==> src/rtl/asq_pkg.sv <==
package asq_pkg;
  localparam int NLOC = 32;
  localparam int NX   = 6;
  // register indices on the plain port
  localparam logic [6:0] A_CTRL = 7'h00;
  localparam logic [6:0] A_SEQ  = 7'h01;
  localparam logic [6:0] A_IE   = 7'h02;
  localparam logic [6:0] A_IEX  = 7'h03;
  localparam logic [6:0] A_IFG  = 7'h04;
  localparam logic [6:0] A_IFGX = 7'h05;
  localparam logic [6:0] A_CLR  = 7'h06;
  localparam logic [6:0] A_CLRX = 7'h07;
  localparam logic [6:0] A_PEND = 7'h08;
  localparam logic [6:0] A_PNDX = 7'h09;
  localparam logic [6:0] A_WEN  = 7'h0a;
  localparam logic [6:0] A_WSEL = 7'h0b;
  localparam logic [6:0] A_WIN0 = 7'h0c;
  localparam logic [6:0] A_WIN1 = 7'h0d;
  localparam logic [6:0] A_STAT = 7'h0e;
  localparam logic [1:0] RES_PAGE = 2'h1;
  // extra flag positions
  localparam int X_IN  = 0;
  localparam int X_LO  = 1;
  localparam int X_HI  = 2;
  localparam int X_OV  = 3;
  localparam int X_TOV = 4;
  localparam int X_RDY = 5;
  // resolution codes
  localparam logic [1:0] RES_EIGHT    = 2'h0;
  localparam logic [1:0] RES_FOURTEEN = 2'h3;
  // divider in clocks per tick, timing in converter clock ticks, base resolution in bits
  localparam logic [7:0] DIV_TICKS    = 8'h04;
  localparam logic [4:0] SAMPLE_TICKS = 5'h04;
  localparam logic [4:0] CONV_BASE    = 5'h0a;
  localparam logic [4:0] RES_BASE     = 5'h08;

  typedef enum logic [1:0] {S_IDLE, S_SAMPLE, S_CONVERT} asq_state_t;

  typedef struct packed {
    logic [1:0] res;
    logic       fmt_signed;
    logic       seq_mode;
    logic       ref_burst;
    logic       auto_iter;
    logic       timer_en;
    logic       sw_trig;
    logic       conv_en;
    logic       mod_on;
  } asq_ctrl_t;

  typedef struct packed {
    logic [4:0] last;
    logic [4:0] first;
  } asq_seq_t;

  typedef struct packed {
    logic [15:0] high;
    logic [15:0] low;
  } asq_win_t;

  localparam asq_ctrl_t CTRL_RST = '{res: RES_FOURTEEN, default: 1'b0};
endpackage

==> src/rtl/asq_core.sv <==
`timescale 1ns/1ps
// Behaviour
// conversion done sets its location flag
// only enabled flags reach the interrupt
// pending status is flags AND enables
// in-window flag between thresholds
// below-window flag under low threshold
// above-window flag over high threshold
// overflow when unread location overwritten
// timing overflow on start while busy
// reference ready raises its flag
// module stays on while converting
// burst mode: reference on only busy
// timer off: trigger width sets sampling
// two windows, per-location enable, select
// enable arms; trigger starts conversion
// manual iteration needs new trigger
// timer on: automatic iteration restarts sampling
// conversion lasts 10/12/14/16 ticks
// results unsigned or two's complement
// protected settings locked while busy
// one 16-bit result per location
// sequence runs first to last location
// clear only the named flags
// busy while sampling or converting
// flags stay set until cleared
module asq_core
  import asq_pkg::*;
(
  // clock and reset
  input  wire logic        I_CLK,
  input  wire logic        I_SYS_RST,
  // register port
  input  wire logic [6:0]  I_ADDR,
  input  wire logic [31:0] I_WDATA,
  input  wire logic        I_WR,
  input  wire logic        I_RD,
  output logic      [31:0] O_RDATA,
  // converter core
  input  wire logic        I_TRIG,
  input  wire logic [13:0] I_CONV_DATA,
  input  wire logic        I_REF_READY,
  output logic             O_SAMPLE,
  output logic             O_CONVERT,
  output logic             O_MOD_ON,
  output logic             O_REF_ON,
  output logic             O_BUSY,
  output logic             O_IRQ
);

  function automatic logic [4:0] res_bits(logic [1:0] r);
    res_bits = RES_BASE + {2'h0, r, 1'b0};
  endfunction

  function automatic logic [4:0] conv_len(logic [1:0] r);
    conv_len = CONV_BASE + {2'h0, r, 1'b0};
  endfunction

  // raw code is right-justified at the current resolution
  function automatic logic [15:0] fmt_res(logic [13:0] raw,
                                          logic [1:0]  r,
                                          logic        sgn);
    logic [15:0] m;
    logic [15:0] half;
    m    = {2'h0, raw} & ((16'h1 << res_bits(r)) - 16'h1);
    half = 16'h1 << (res_bits(r) - 5'h1);
    fmt_res = sgn ? m - half : m;
  endfunction

  // ----------------------------------------------------------------
  // registers and state
  // ----------------------------------------------------------------
  asq_ctrl_t       ctrl;
  asq_seq_t        seq;
  asq_win_t        win0;
  asq_win_t        win1;
  asq_state_t      state;
  logic [NLOC-1:0] ie;
  logic [NX-1:0]   iex;
  logic [NLOC-1:0] ifg;
  logic [NX-1:0]   ifgx;
  logic [NLOC-1:0] wen;
  logic [NLOC-1:0] wsel;
  logic [NLOC-1:0] unread;
  logic [15:0]     mem [NLOC];
  logic [4:0]      loc;
  logic [4:0]      cnt;
  logic [7:0]      div_cnt;
  logic            samp_prev;
  logic            rdy_prev;

  // ----------------------------------------------------------------
  // decode
  // ----------------------------------------------------------------
  wire        busy     = state != S_IDLE;
  wire        wr_ctrl  = I_WR && I_ADDR == A_CTRL;
  wire        wr_seq   = I_WR && I_ADDR == A_SEQ;
  wire        lock_ok  = I_WR && !busy;
  wire        tick     = div_cnt == DIV_TICKS - 8'h01;
  wire        samp_in  = ctrl.sw_trig | I_TRIG;
  wire        samp_ris = samp_in && !samp_prev;
  // arm only
  wire        armed    = ctrl.conv_en && ctrl.mod_on;
  wire        start    = !busy && armed && samp_ris;
  // start while busy
  wire        tov_evt  = busy && armed && samp_ris;
  wire        samp_end = ctrl.timer_en
                         ? tick && cnt == SAMPLE_TICKS - 5'h1
                         : !samp_in;
  // conversion length
  wire        fin      = state == S_CONVERT && tick
                         && cnt == conv_len(ctrl.res) - 5'h1;
  wire        last     = !ctrl.seq_mode || loc == seq.last;
  // result data format
  wire [15:0] res_val  = fmt_res(I_CONV_DATA, ctrl.res,
                                 ctrl.fmt_signed);
  wire        rd_res   = I_RD && I_ADDR[6:5] == RES_PAGE;

  // ----------------------------------------------------------------
  // window comparators
  // ----------------------------------------------------------------
  // per-location window
  wire        chk   = fin && wen[loc];
  wire [15:0] lo_th = wsel[loc] ? win1.low : win0.low;
  wire [15:0] hi_th = wsel[loc] ? win1.high : win0.high;
  wire        below = ctrl.fmt_signed
                      ? $signed(res_val) < $signed(lo_th)
                      : res_val < lo_th;
  wire        above = ctrl.fmt_signed
                      ? $signed(res_val) > $signed(hi_th)
                      : res_val > hi_th;

  // ----------------------------------------------------------------
  // flag update
  // ----------------------------------------------------------------
  logic [NLOC-1:0] set_m;
  logic [NX-1:0]   setx_m;
  logic [NLOC-1:0] clr_m;
  logic [NX-1:0]   clrx_m;
  // completion flag
  assign set_m  = fin ? NLOC'(1) << loc : '0;
  // event sources
  assign setx_m[X_IN]  = chk && !below && !above;
  assign setx_m[X_LO]  = chk && below;
  assign setx_m[X_HI]  = chk && above;
  assign setx_m[X_OV]  = fin && unread[loc];
  assign setx_m[X_TOV] = tov_evt;
  assign setx_m[X_RDY] = I_REF_READY && !rdy_prev;
  // named bits only
  assign clr_m  = (I_WR && I_ADDR == A_CLR) ? I_WDATA : '0;
  assign clrx_m = (I_WR && I_ADDR == A_CLRX) ? I_WDATA[NX-1:0] : '0;

  // sticky, set beats clear
  wire [NLOC-1:0] next_ifg  = (ifg & ~clr_m) | set_m;
  wire [NX-1:0]   next_ifgx = (ifgx & ~clrx_m) | setx_m;
  // pending view
  wire [NLOC-1:0] pend  = ifg & ie;
  wire [NX-1:0]   pendx = ifgx & iex;

  // ----------------------------------------------------------------
  // protected control writes
  // ----------------------------------------------------------------
  asq_ctrl_t wctl;
  asq_ctrl_t next_ctrl;
  assign wctl = asq_ctrl_t'(I_WDATA[$bits(asq_ctrl_t)-1:0]);
  always_comb begin
    next_ctrl = ctrl;
    if (wr_ctrl && !busy) begin
      next_ctrl = wctl;
    end else if (wr_ctrl) begin
      // locked while busy
      // module stays on
      next_ctrl.sw_trig = wctl.sw_trig;
    end
  end

  // ----------------------------------------------------------------
  // sequencer
  // ----------------------------------------------------------------
  asq_state_t next_state;
  always_comb begin
    next_state = state;
    case (state)
      S_IDLE: begin
        if (start) begin
          next_state = S_SAMPLE;
        end
      end
      S_SAMPLE: begin
        // trigger width when timer off
        if (samp_end) begin
          next_state = S_CONVERT;
        end
      end
      S_CONVERT: begin
        // iteration
        if (fin && !last && ctrl.timer_en && ctrl.auto_iter) begin
          next_state = S_SAMPLE;
        end else if (fin) begin
          next_state = S_IDLE;
        end
      end
      default: next_state = S_IDLE;
    endcase
  end

  always_ff @(posedge I_CLK) begin
    if (I_SYS_RST) begin
      state   <= S_IDLE;
      cnt     <= 5'h0;
      div_cnt <= 8'h00;
    end else begin
      state   <= next_state;
      // divider restarts at every phase change, so a phase
      // entered between ticks still lasts whole converter ticks
      div_cnt <= (tick || next_state != state) ? 8'h00
                                               : div_cnt + 8'h01;
      if (next_state != state) begin
        cnt <= 5'h0;
      end else if (busy && tick) begin
        cnt <= cnt + 5'h1;
      end
    end
  end

  // sequence location
  always_ff @(posedge I_CLK) begin
    if (I_SYS_RST) begin
      loc <= 5'h0;
    end else if (wr_seq && !busy) begin
      loc <= I_WDATA[4:0];
    end else if (fin) begin
      loc <= last ? seq.first : loc + 5'h1;
    end
  end

  // result store
  always_ff @(posedge I_CLK) begin
    if (fin) begin
      mem[loc] <= res_val;
    end
  end

  // unread set wins over a same-cycle read
  always_ff @(posedge I_CLK) begin
    if (I_SYS_RST) begin
      unread <= '0;
    end else begin
      unread <= (unread & ~(rd_res ? NLOC'(1) << I_ADDR[4:0] : '0))
                | set_m;
    end
  end

  // ----------------------------------------------------------------
  // register file
  // ----------------------------------------------------------------
  always_ff @(posedge I_CLK) begin
    if (I_SYS_RST) begin
      ctrl <= CTRL_RST;
      seq  <= '0;
      ie   <= '0;
      iex  <= '0;
      wen  <= '0;
      wsel <= '0;
      win0 <= '0;
      win1 <= '0;
    end else begin
      ctrl <= next_ctrl;
      if (lock_ok && I_ADDR == A_SEQ) begin
        seq <= asq_seq_t'(I_WDATA[9:0]);
      end
      if (I_WR && I_ADDR == A_IE) begin
        ie <= I_WDATA;
      end
      if (I_WR && I_ADDR == A_IEX) begin
        iex <= I_WDATA[NX-1:0];
      end
      // window setup locked
      if (lock_ok && I_ADDR == A_WEN) begin
        wen <= I_WDATA;
      end
      if (lock_ok && I_ADDR == A_WSEL) begin
        wsel <= I_WDATA;
      end
      if (lock_ok && I_ADDR == A_WIN0) begin
        win0 <= I_WDATA;
      end
      if (lock_ok && I_ADDR == A_WIN1) begin
        win1 <= I_WDATA;
      end
    end
  end

  always_ff @(posedge I_CLK) begin
    if (I_SYS_RST) begin
      ifg       <= '0;
      ifgx      <= '0;
      samp_prev <= 1'b0;
      rdy_prev  <= 1'b0;
      O_IRQ     <= 1'b0;
    end else begin
      ifg       <= next_ifg;
      ifgx      <= next_ifgx;
      samp_prev <= samp_in;
      rdy_prev  <= I_REF_READY;
      // enabled sources only
      O_IRQ     <= |pend || |pendx;
    end
  end

  // read data stands one cycle after the strobe
  logic [31:0] rd_mux;
  always_comb begin
    rd_mux = 32'h0;
    if (rd_res) begin
      rd_mux = {16'h0, mem[I_ADDR[4:0]]};
    end else begin
      case (I_ADDR)
        A_CTRL:  rd_mux = 32'(ctrl);
        A_SEQ:   rd_mux = 32'(seq);
        A_IE:    rd_mux = ie;
        A_IEX:   rd_mux = 32'(iex);
        A_IFG:   rd_mux = ifg;
        A_IFGX:  rd_mux = 32'(ifgx);
        A_PEND:  rd_mux = pend;
        A_PNDX:  rd_mux = 32'(pendx);
        A_WEN:   rd_mux = wen;
        A_WSEL:  rd_mux = wsel;
        A_WIN0:  rd_mux = win0;
        A_WIN1:  rd_mux = win1;
        A_STAT:  rd_mux = {26'h0, loc, busy};
        default: rd_mux = 32'h0;
      endcase
    end
  end

  always_ff @(posedge I_CLK) begin
    if (I_SYS_RST) begin
      O_RDATA <= 32'h0;
    end else begin
      O_RDATA <= I_RD ? rd_mux : 32'h0;
    end
  end

  // ----------------------------------------------------------------
  // outputs
  // ----------------------------------------------------------------
  assign O_SAMPLE  = state == S_SAMPLE;
  assign O_CONVERT = state == S_CONVERT;
  // busy status
  assign O_BUSY    = busy;
  // module held on
  assign O_MOD_ON  = ctrl.mod_on;
  // reference burst
  assign O_REF_ON  = !ctrl.ref_burst || busy;
endmodule

==> config.mk <==
export PLATFORM = sky130hd
export DESIGN_NAME = asq_core
export DESIGN_NICKNAME = d
export VERILOG_FILES = /design/src/rtl/asq_pkg.sv /design/src/rtl/asq_core.sv
export SDC_FILE = /design/constraint.sdc
export NUM_CORES = 1
export LEC_CHECK = 0
export BUFFER_PORTS_ARGS = -buffer_cell sky130_fd_sc_hd__clkbuf_2
export CAP_MARGIN = 20
export CORE_MARGIN = 3
export CORE_UTILIZATION = 40
export CTS_BUF_LIST = sky130_fd_sc_hd__clkbuf_4 sky130_fd_sc_hd__clkbuf_8 sky130_fd_sc_hd__clkbuf_16
export DETAILED_ROUTE_END_ITERATION = 8
export PLACE_DENSITY = 0.64
export SLEW_MARGIN = 40
export SYNTH_ARGS = -nofsm -noshare
export SYNTH_HDL_FRONTEND = slang
export SYNTH_SLANG_ARGS = --single-unit
export TNS_END_PERCENT = 5
==> constraint.sdc <==
create_clock -name I_CLK -period 5.9 [get_ports I_CLK]
set_input_delay 0.295 -clock I_CLK [delete_from_list [all_inputs] [get_ports I_CLK]]
set_output_delay 0.295 -clock I_CLK [all_outputs]
set_load 0.05 [all_outputs]
# After elaboration in Yosys (flattened, before gate mapping)
# Memories as Yosys holds them, arrays and structs flattened.
# Cells that the tools add are included.
[word_totals] regBits=311 latchBits=0 ram_bits=512 romBits=0 in_bits=59 wordCells=175 mem_count=1
[op_classes] n_addsub=9 multipliers=0 n_div=0 n_lt_le_gt_ge=5 n_eq_ne=22 shift=4 n_mux=30 bitwise=14 reduce_logical=59
[mem_list] memory="mem" words=32 word_bits=16 read_ports=1 rd_clocked_by_memory_dff=0 write_ports=1 line_no="asq_core.sv:85" text="logic [15:0] mem [NLOC];"
[op_table] operator="$pmux 32 s13" count=1
[op_table] operator="$and 32x32->32" count=3
[op_table] operator="$mux 32" count=3
[op_table] operator="$mux 16" count=4
[op_table] operator="$not 32->32" count=2
[op_table] operator="$or 32x32->32" count=2
[op_table] operator="$shl 1x5->32 const A" count=2
[op_table] operator="$eq 7x4->1 const B" count=7
[op_table] operator="$logic_and 1x1->1" count=35
[op_table] operator="$gt 16x16->1" count=2
[op_table] operator="$lt 16x16->1" count=2
[op_table] operator="$reduce_or 32->1" count=1
[op_table] operator="$shl 1x5->16 const A" count=2
[op_table] operator="$eq 7x3->1 const B" count=4
[op_table] operator="$and 14x16->16" count=1
[op_table] operator="$sub 16x1->16 const B" count=1
[op_table] operator="$sub 16x16->16" count=1
[op_table] operator="$bmux 1 s5" count=3
[op_table] operator="$mux 5" count=3
[op_table] operator="$eq 7x2->1 const B" count=2
[op_table] operator="$and 6x6->6" count=2
[op_table] operator="$add 4x3->5 const A" count=2
[op_table] operator="$add 5x1->5 const B" count=2
[op_table] operator="$eq 5x5->1" count=2
[op_table] operator="other kinds (25)" count=54

# Longest topological paths before layout
[depth] depth_word=12 ltp_mapped=17 ltp_nobuf=16

# Least setup slack after synthesis
# OpenSTA, ideal clock, no wires.
[synth_timing] kind="reg2reg" from="reg ctrl[9] in the netlist's numbering" to="reg ifgx[0]" arrival_time_ps=4569 required_time_ps=5842 path_slack_ps=1273 path_stages_with_launch=16 n_path_buf=1 cell_sequence="dfxtp_1 > clkbuf_1 > or2_2 > ha_1 > inv_1 > o21ai_2 > a211o_1 > a211o_1 > a21oi_1 > ha_1 > nand4_1 > or2_2 > or4_1 > a311oi_1 > a32oi_1 > nand2_1"
[synth_between] elab_chain_len=12
[synth_lines] item="start, declared" line_no="asq_core.sv:73" text="asq_ctrl_t ctrl;"
[synth_lines] item="start signal, assigned" line_no="asq_core.sv:268" text="ctrl <= next_ctrl;"
[synth_lines] item="$add 4x3->5 *" line_no="asq_core.sv:52" text="res_bits = RES_BASE + {2'h0, r, 1'b0};"
[synth_lines] item="$shl 1x5->16" line_no="asq_core.sv:65" text="m = {2'h0, raw} & ((16'h1 << res_bits(r)) - 16'h1);"
[synth_lines] item="$sub 16x1->16" line_no="asq_core.sv:65"
[synth_lines] item="$and 14x16->16" line_no="asq_core.sv:65"
[synth_lines] item="$sub 16x16->16" line_no="asq_core.sv:67" text="fmt_res = sgn ? m - half : m;"
[synth_lines] item="$mux 16 *" line_no="asq_core.sv:67"
[synth_lines] item="named net res_val[15]" line_no="asq_core.sv:115" text="wire [15:0] res_val = fmt_res(I_CONV_DATA, ctrl.res,"
[synth_lines] item="$lt 16x16->1 (on tied branches)" line_no="asq_core.sv:128, asq_core.sv:127"
[synth_lines] item="$mux 1" line_no="asq_core.sv:127" text="? $signed(res_val) < $signed(lo_th)"
[synth_lines] item="$logic_not 1->1" line_no="asq_core.sv:143" text="assign setx_m[X_IN] = chk && !below && !above;"
[synth_lines] item="$logic_and 1x1->1" line_no="asq_core.sv:143"
[synth_lines] item="$logic_and 1x1->1 *" line_no="asq_core.sv:143"
[synth_lines] item="$or 6x6->6 *" line_no="asq_core.sv:155" text="wire [NX-1:0] next_ifgx = (ifgx & ~clrx_m) | setx_m;"
[synth_lines] item="end signal, assigned" line_no="asq_core.sv:303" text="ifgx <= next_ifgx;"
[synth_lines] item="end, declared" line_no="asq_core.sv:81" text="logic [NX-1:0] ifgx;"
# The timed path passes the listed nets; every way through them passes the cells marked *.
# A chain may end at the register's enable or synchronous reset.

# Final worst setup path
[layout_timing] from="reg loc[1]" to="reg ifgx[0]"
[layout_between] elab_chain_len=9
[layout_lines] item="start, declared" line_no="asq_core.sv:86" text="logic [4:0] loc;"
[layout_lines] item="start signal, assigned" line_no="asq_core.sv:231" text="loc <= I_WDATA[4:0];"
[layout_lines] item="start signal, assigned" line_no="asq_core.sv:233" text="loc <= last ? seq.first : loc + 5'h1;"
[layout_lines] item="$bmux 1 s5" line_no="asq_core.sv:124, asq_core.sv:125"
[layout_lines] item="$mux 1 (not written as such)" line_no="asq_core.sv:124, asq_core.sv:125"
[layout_lines] item="$mux 16" line_no="asq_core.sv:124" text="wire [15:0] lo_th = wsel[loc] ? win1.low : win0.low;"
[layout_lines] item="$lt 16x16->1 (on tied branches)" line_no="asq_core.sv:128, asq_core.sv:127"
[layout_lines] item="$mux 1" line_no="asq_core.sv:127"
[layout_lines] item="$logic_not 1->1" line_no="asq_core.sv:143"
[layout_lines] item="$logic_and 1x1->1" line_no="asq_core.sv:143"
[layout_lines] item="$logic_and 1x1->1 *" line_no="asq_core.sv:143"
[layout_lines] item="$or 6x6->6 *" line_no="asq_core.sv:155"
# Mark *: on every way between the ends. The rest lies on a longest branch, timed or not. The select of a mux whose other input is x is not followed.

==> load_flow_metrics.sql <==
INSERT INTO impl_metrics (metric_group, metric, value, unit) VALUES
('run_status', 'run_status', 'finished, final reports clean', ''),
('routing', 'routed-via-count', '24500', ''),
('logic_synthesis', 'synth_edf_count', '512', ''),
('logic_synthesis', 'synthDominantAreaCellType', 'edfxtp_1', ''),
('setup_path', 'worst-path-buf-inv', '1', ''),
('routing', 'drc', '0', ''),
('clocking', 'clock_tree.htree_level_count', '3', ''),
('routing', 'wirelength_per_cell', '29.2', 'um'),
('timing', 'final_min_period_over_clock_period', '0.749', ''),
('clocking', 'cts_tree', 'done', ''),
('timing', 'timing.final.setup_violations', '0', ''),
('pwr', 'powerDensity', '312', 'nW/um^2'),
('placed_design', 'place.detailed.instances', '3816', ''),
('routing', 'postRouteAntennaNets', '0', ''),
('layout', 'finalNonFillerCells', '3995', ''),
('logic_synthesis', 'yosysSeqAreaShare', '0.623', ''),
('logic_synthesis', 'avgSynthCellArea', '12.9', 'sq um'),
('clocking', 'clk_root_buffer_cell', 'clkbuf_16', ''),
('logic_synthesis', 'post_synth_instance_area', '34700', 'sq um'),
('routing', 'first_iter_violations', '3624', ''),
('layout', 'area_delta_synth_final', '14.9', '%'),
('timing', 'fin_hold_ws', '0.0427', 'ns'),
('clocking', 'cts.path.max_buffers', '3', ''),
('timing', 'maxClockFrequency', '226', 'MHz'),
('placed_design', 'final_estimated_routing_congestion_in_global_placement', '0.980', ''),
('logic_synthesis', 'synth_top_cell_area_share', '0.444', ''),
('placed_design', 'post_dp_cell_area', '36500', 'sq um'),
('floorplan', 'row_count', '107', ''),
('global_route', 'grt_start_max_net_pins', '95', ''),
('setup_path', 'critical_path.cell_chain', 'mux4_2, a32oi_1, a21oi_1, nor2_4, buf_4, mux2i_1, ha_1, a2111oi_0, nand2_1, a31oi_1, o221ai_1, a311oi_1, a32oi_1, nand2_1', ''),
('timing', 'tightestPinTransition', '0.943', 'ns'),
('layout', 'leading_cell_types_in_the_layout_fill_and_taps_excluded', '581 x nand2_1, 512 x edfxtp_1, 309 x dfxtp_1', ''),
('setup_path', 'crit_fanout', '20', ''),
('setup_path', 'critPathCaptureType', 'register', ''),
('routing', 'total_wire_length_after_detailed_routing', '117000', 'um'),
('logic_synthesis', 'async_flop_share', '0', ''),
('setup_path', 'crit_slowest_cell', 'nor2_4', ''),
('hold_path', 'hp-class', 'primary input to register', ''),
('clocking', 'cts_made_buffers', '85', ''),
('logic_synthesis', 'yosys_warnings', '0', ''),
('clocking', 'cts-resized-gates', '0', ''),
('timing', 'max_slew_margin', '0.369', ''),
('logic_synthesis', 'post_synth_inst_count', '2696', ''),
('timing', 'final.min_clock_period', '4.42', 'ns'),
('setup_path', 'worst-endpoint-required', '6.50', 'ns'),
('logic_synthesis', 'postSynthRegisterBits', '823', ''),
('floorplan', 'floorplan.initialDensity', '0.405', ''),
('layout', 'design.final.nets', '2884', ''),
('global_route', 'grt_overflow', '0', ''),
('logic_synthesis', 'synth_top_flop_cell', 'edfxtp_1', ''),
('timing', 'timing.final.ws_setup', '1.48', 'ns'),
('placed_design', 'io_buffer_count', '96', ''),
('routing', 'vias_per_cell', '6.14', ''),
('setup_path', 'worst_ep_arrival_time', '5.02', 'ns'),
('floorplan', 'io_pins', '97', ''),
('timing', 'hold_viol_final', '0', ''),
('routing', 'dr.pass1.iters', '6', ''),
('clocking', 'tritoncts_num_sinks', '823', ''),
('flow_run', 'timing.max_cap.violations', '0', ''),
('logic_synthesis', 'synthTopCellsByArea', 'edfxtp_1 44%, dfxtp_1 18%, mux4_2 12%, nand2_1 6.3%, a21oi_1 4.0%', ''),
('floorplan', 'die_y', '300', 'um'),
('layout', 'utilization_of_the_core_after_routing', '0.465', ''),
('pwr', 'worst_ir_drop_vdd', '0.000262', 'V'),
('clocking', 'clock_latency', '0.66', 'ns'),
('timing', 'totalNegativeSetupSlack', '0', 'ns'),
('layout', 'most_common_cell_after_layout_fill_and_taps_aside', 'nand2_1', ''),
('pwr', 'totalPowerFinal', '12.4', 'mW'),
('pwr', 'p_leak', '13.2', 'nW'),
('layout', 'final_cell_area', '39800', 'sq um'),
('global_route', 'groute.usage.overall', '0.256', ''),
('global_route', 'grt_first_pass_wirelength', '168000', 'um');
-- cell usage after synthesis (16+ instances only) --
cell        n
nand2_1   583
mux2i_1    41
a221oi_1   19
a31oi_1    25
mux4_2    186
a21oi_1   279
nand3_1    51
clkbuf_1  135
a22oi_1    65
xor2_1     17
nor2_1     82
nand4_1    16
ha_1       46
inv_1      40
edfxtp_1  512
buf_2      44
a222oi_1   31
nor2b_1    18
o21ai_0    47
dfxtp_1   311
-- state kept, by name, summed over array words and instances, names as in the netlist, 2 cells and up --
name / flops
mem: 512
O_RDATA: 32
ie: 32
ifg: 32
unread: 32
wen: 32
win0: 32
win1: 32
wsel: 32
seq: 10
ctrl: 9
div_cnt: 8
iex: 6
ifgx: 6
cnt: 5
loc: 5
state: 2
-- where the power goes --
group,internal [mW],switching [mW]
clock network,3.46,2.34
registers,6.10,0.00850
logic,0.188,0.329
total,9.75,2.68
-- layout make-up --
cell class / count / area, sq um
well taps: 1144 / 1430
repair buffers: 178 / 1200
flip-flops and latches: 823 / 21600
diodes: 1 / 2.50
clock buffers: 122 / 2560
fillers: 7437 / 45700
multi-input cells: 1651 / 12300
clock inverters: 36 / 515
inverters: 40 / 150
-- worst reg2reg max path, stage by stage (launching register included) --
cell       delay, ns
dfxtp_2         0.64
mux4_2          0.60
a32oi_1         0.22
a21oi_1         0.16
nor2_4          0.66
buf_4           0.35
mux2i_1         0.22
ha_1            0.27
a2111oi_0       0.37
nand2_1         0.11
a31oi_1         0.15
o221ai_1        0.19
a311oi_1        0.27
a32oi_1         0.09
nand2_1         0.08
-- logic make-up after synthesis --
kind of cell             count (synthesis)  synth area share
multiplexers                           232             0.134
flip-flops                             823             0.623
XOR/XNOR                                31           0.00783
buffers and inverters                  222            0.0256
adder cells (fa/ha/maj)                 46            0.0166
other                                    2          0.000217
AND/OR/NAND/NOR                        822             0.100
AO/OA/AOI/OAI                          518            0.0918
-- metal layers --
layer,global-route usage,wire (um)
met5,0,0
met4,0.103,5430
met3,0.0568,12900
met2,0.384,51600
met1,0.361,46600
-- path summary, 6_finish.rpt --
check / start / to / slack, ns / depth (start not counted)
max: loc[1] / ifgx[0] / 1.48 / 14
min: I_WDATA[11] / win1[11] / 0.04 / 3
max reg2reg: loc[1] / ifgx[0] / 1.48 / 14
min reg2reg: win0[19] / win0[19] / 0.48 / 2
-- what timing repair did --
action | in CTS | in global routing
endpoints found under the hold margin | 86 | 0
setup buffers | 0 | 0
hold buffers | 19 | 0
Note: power is estimated with default switching activity, not from simulation.
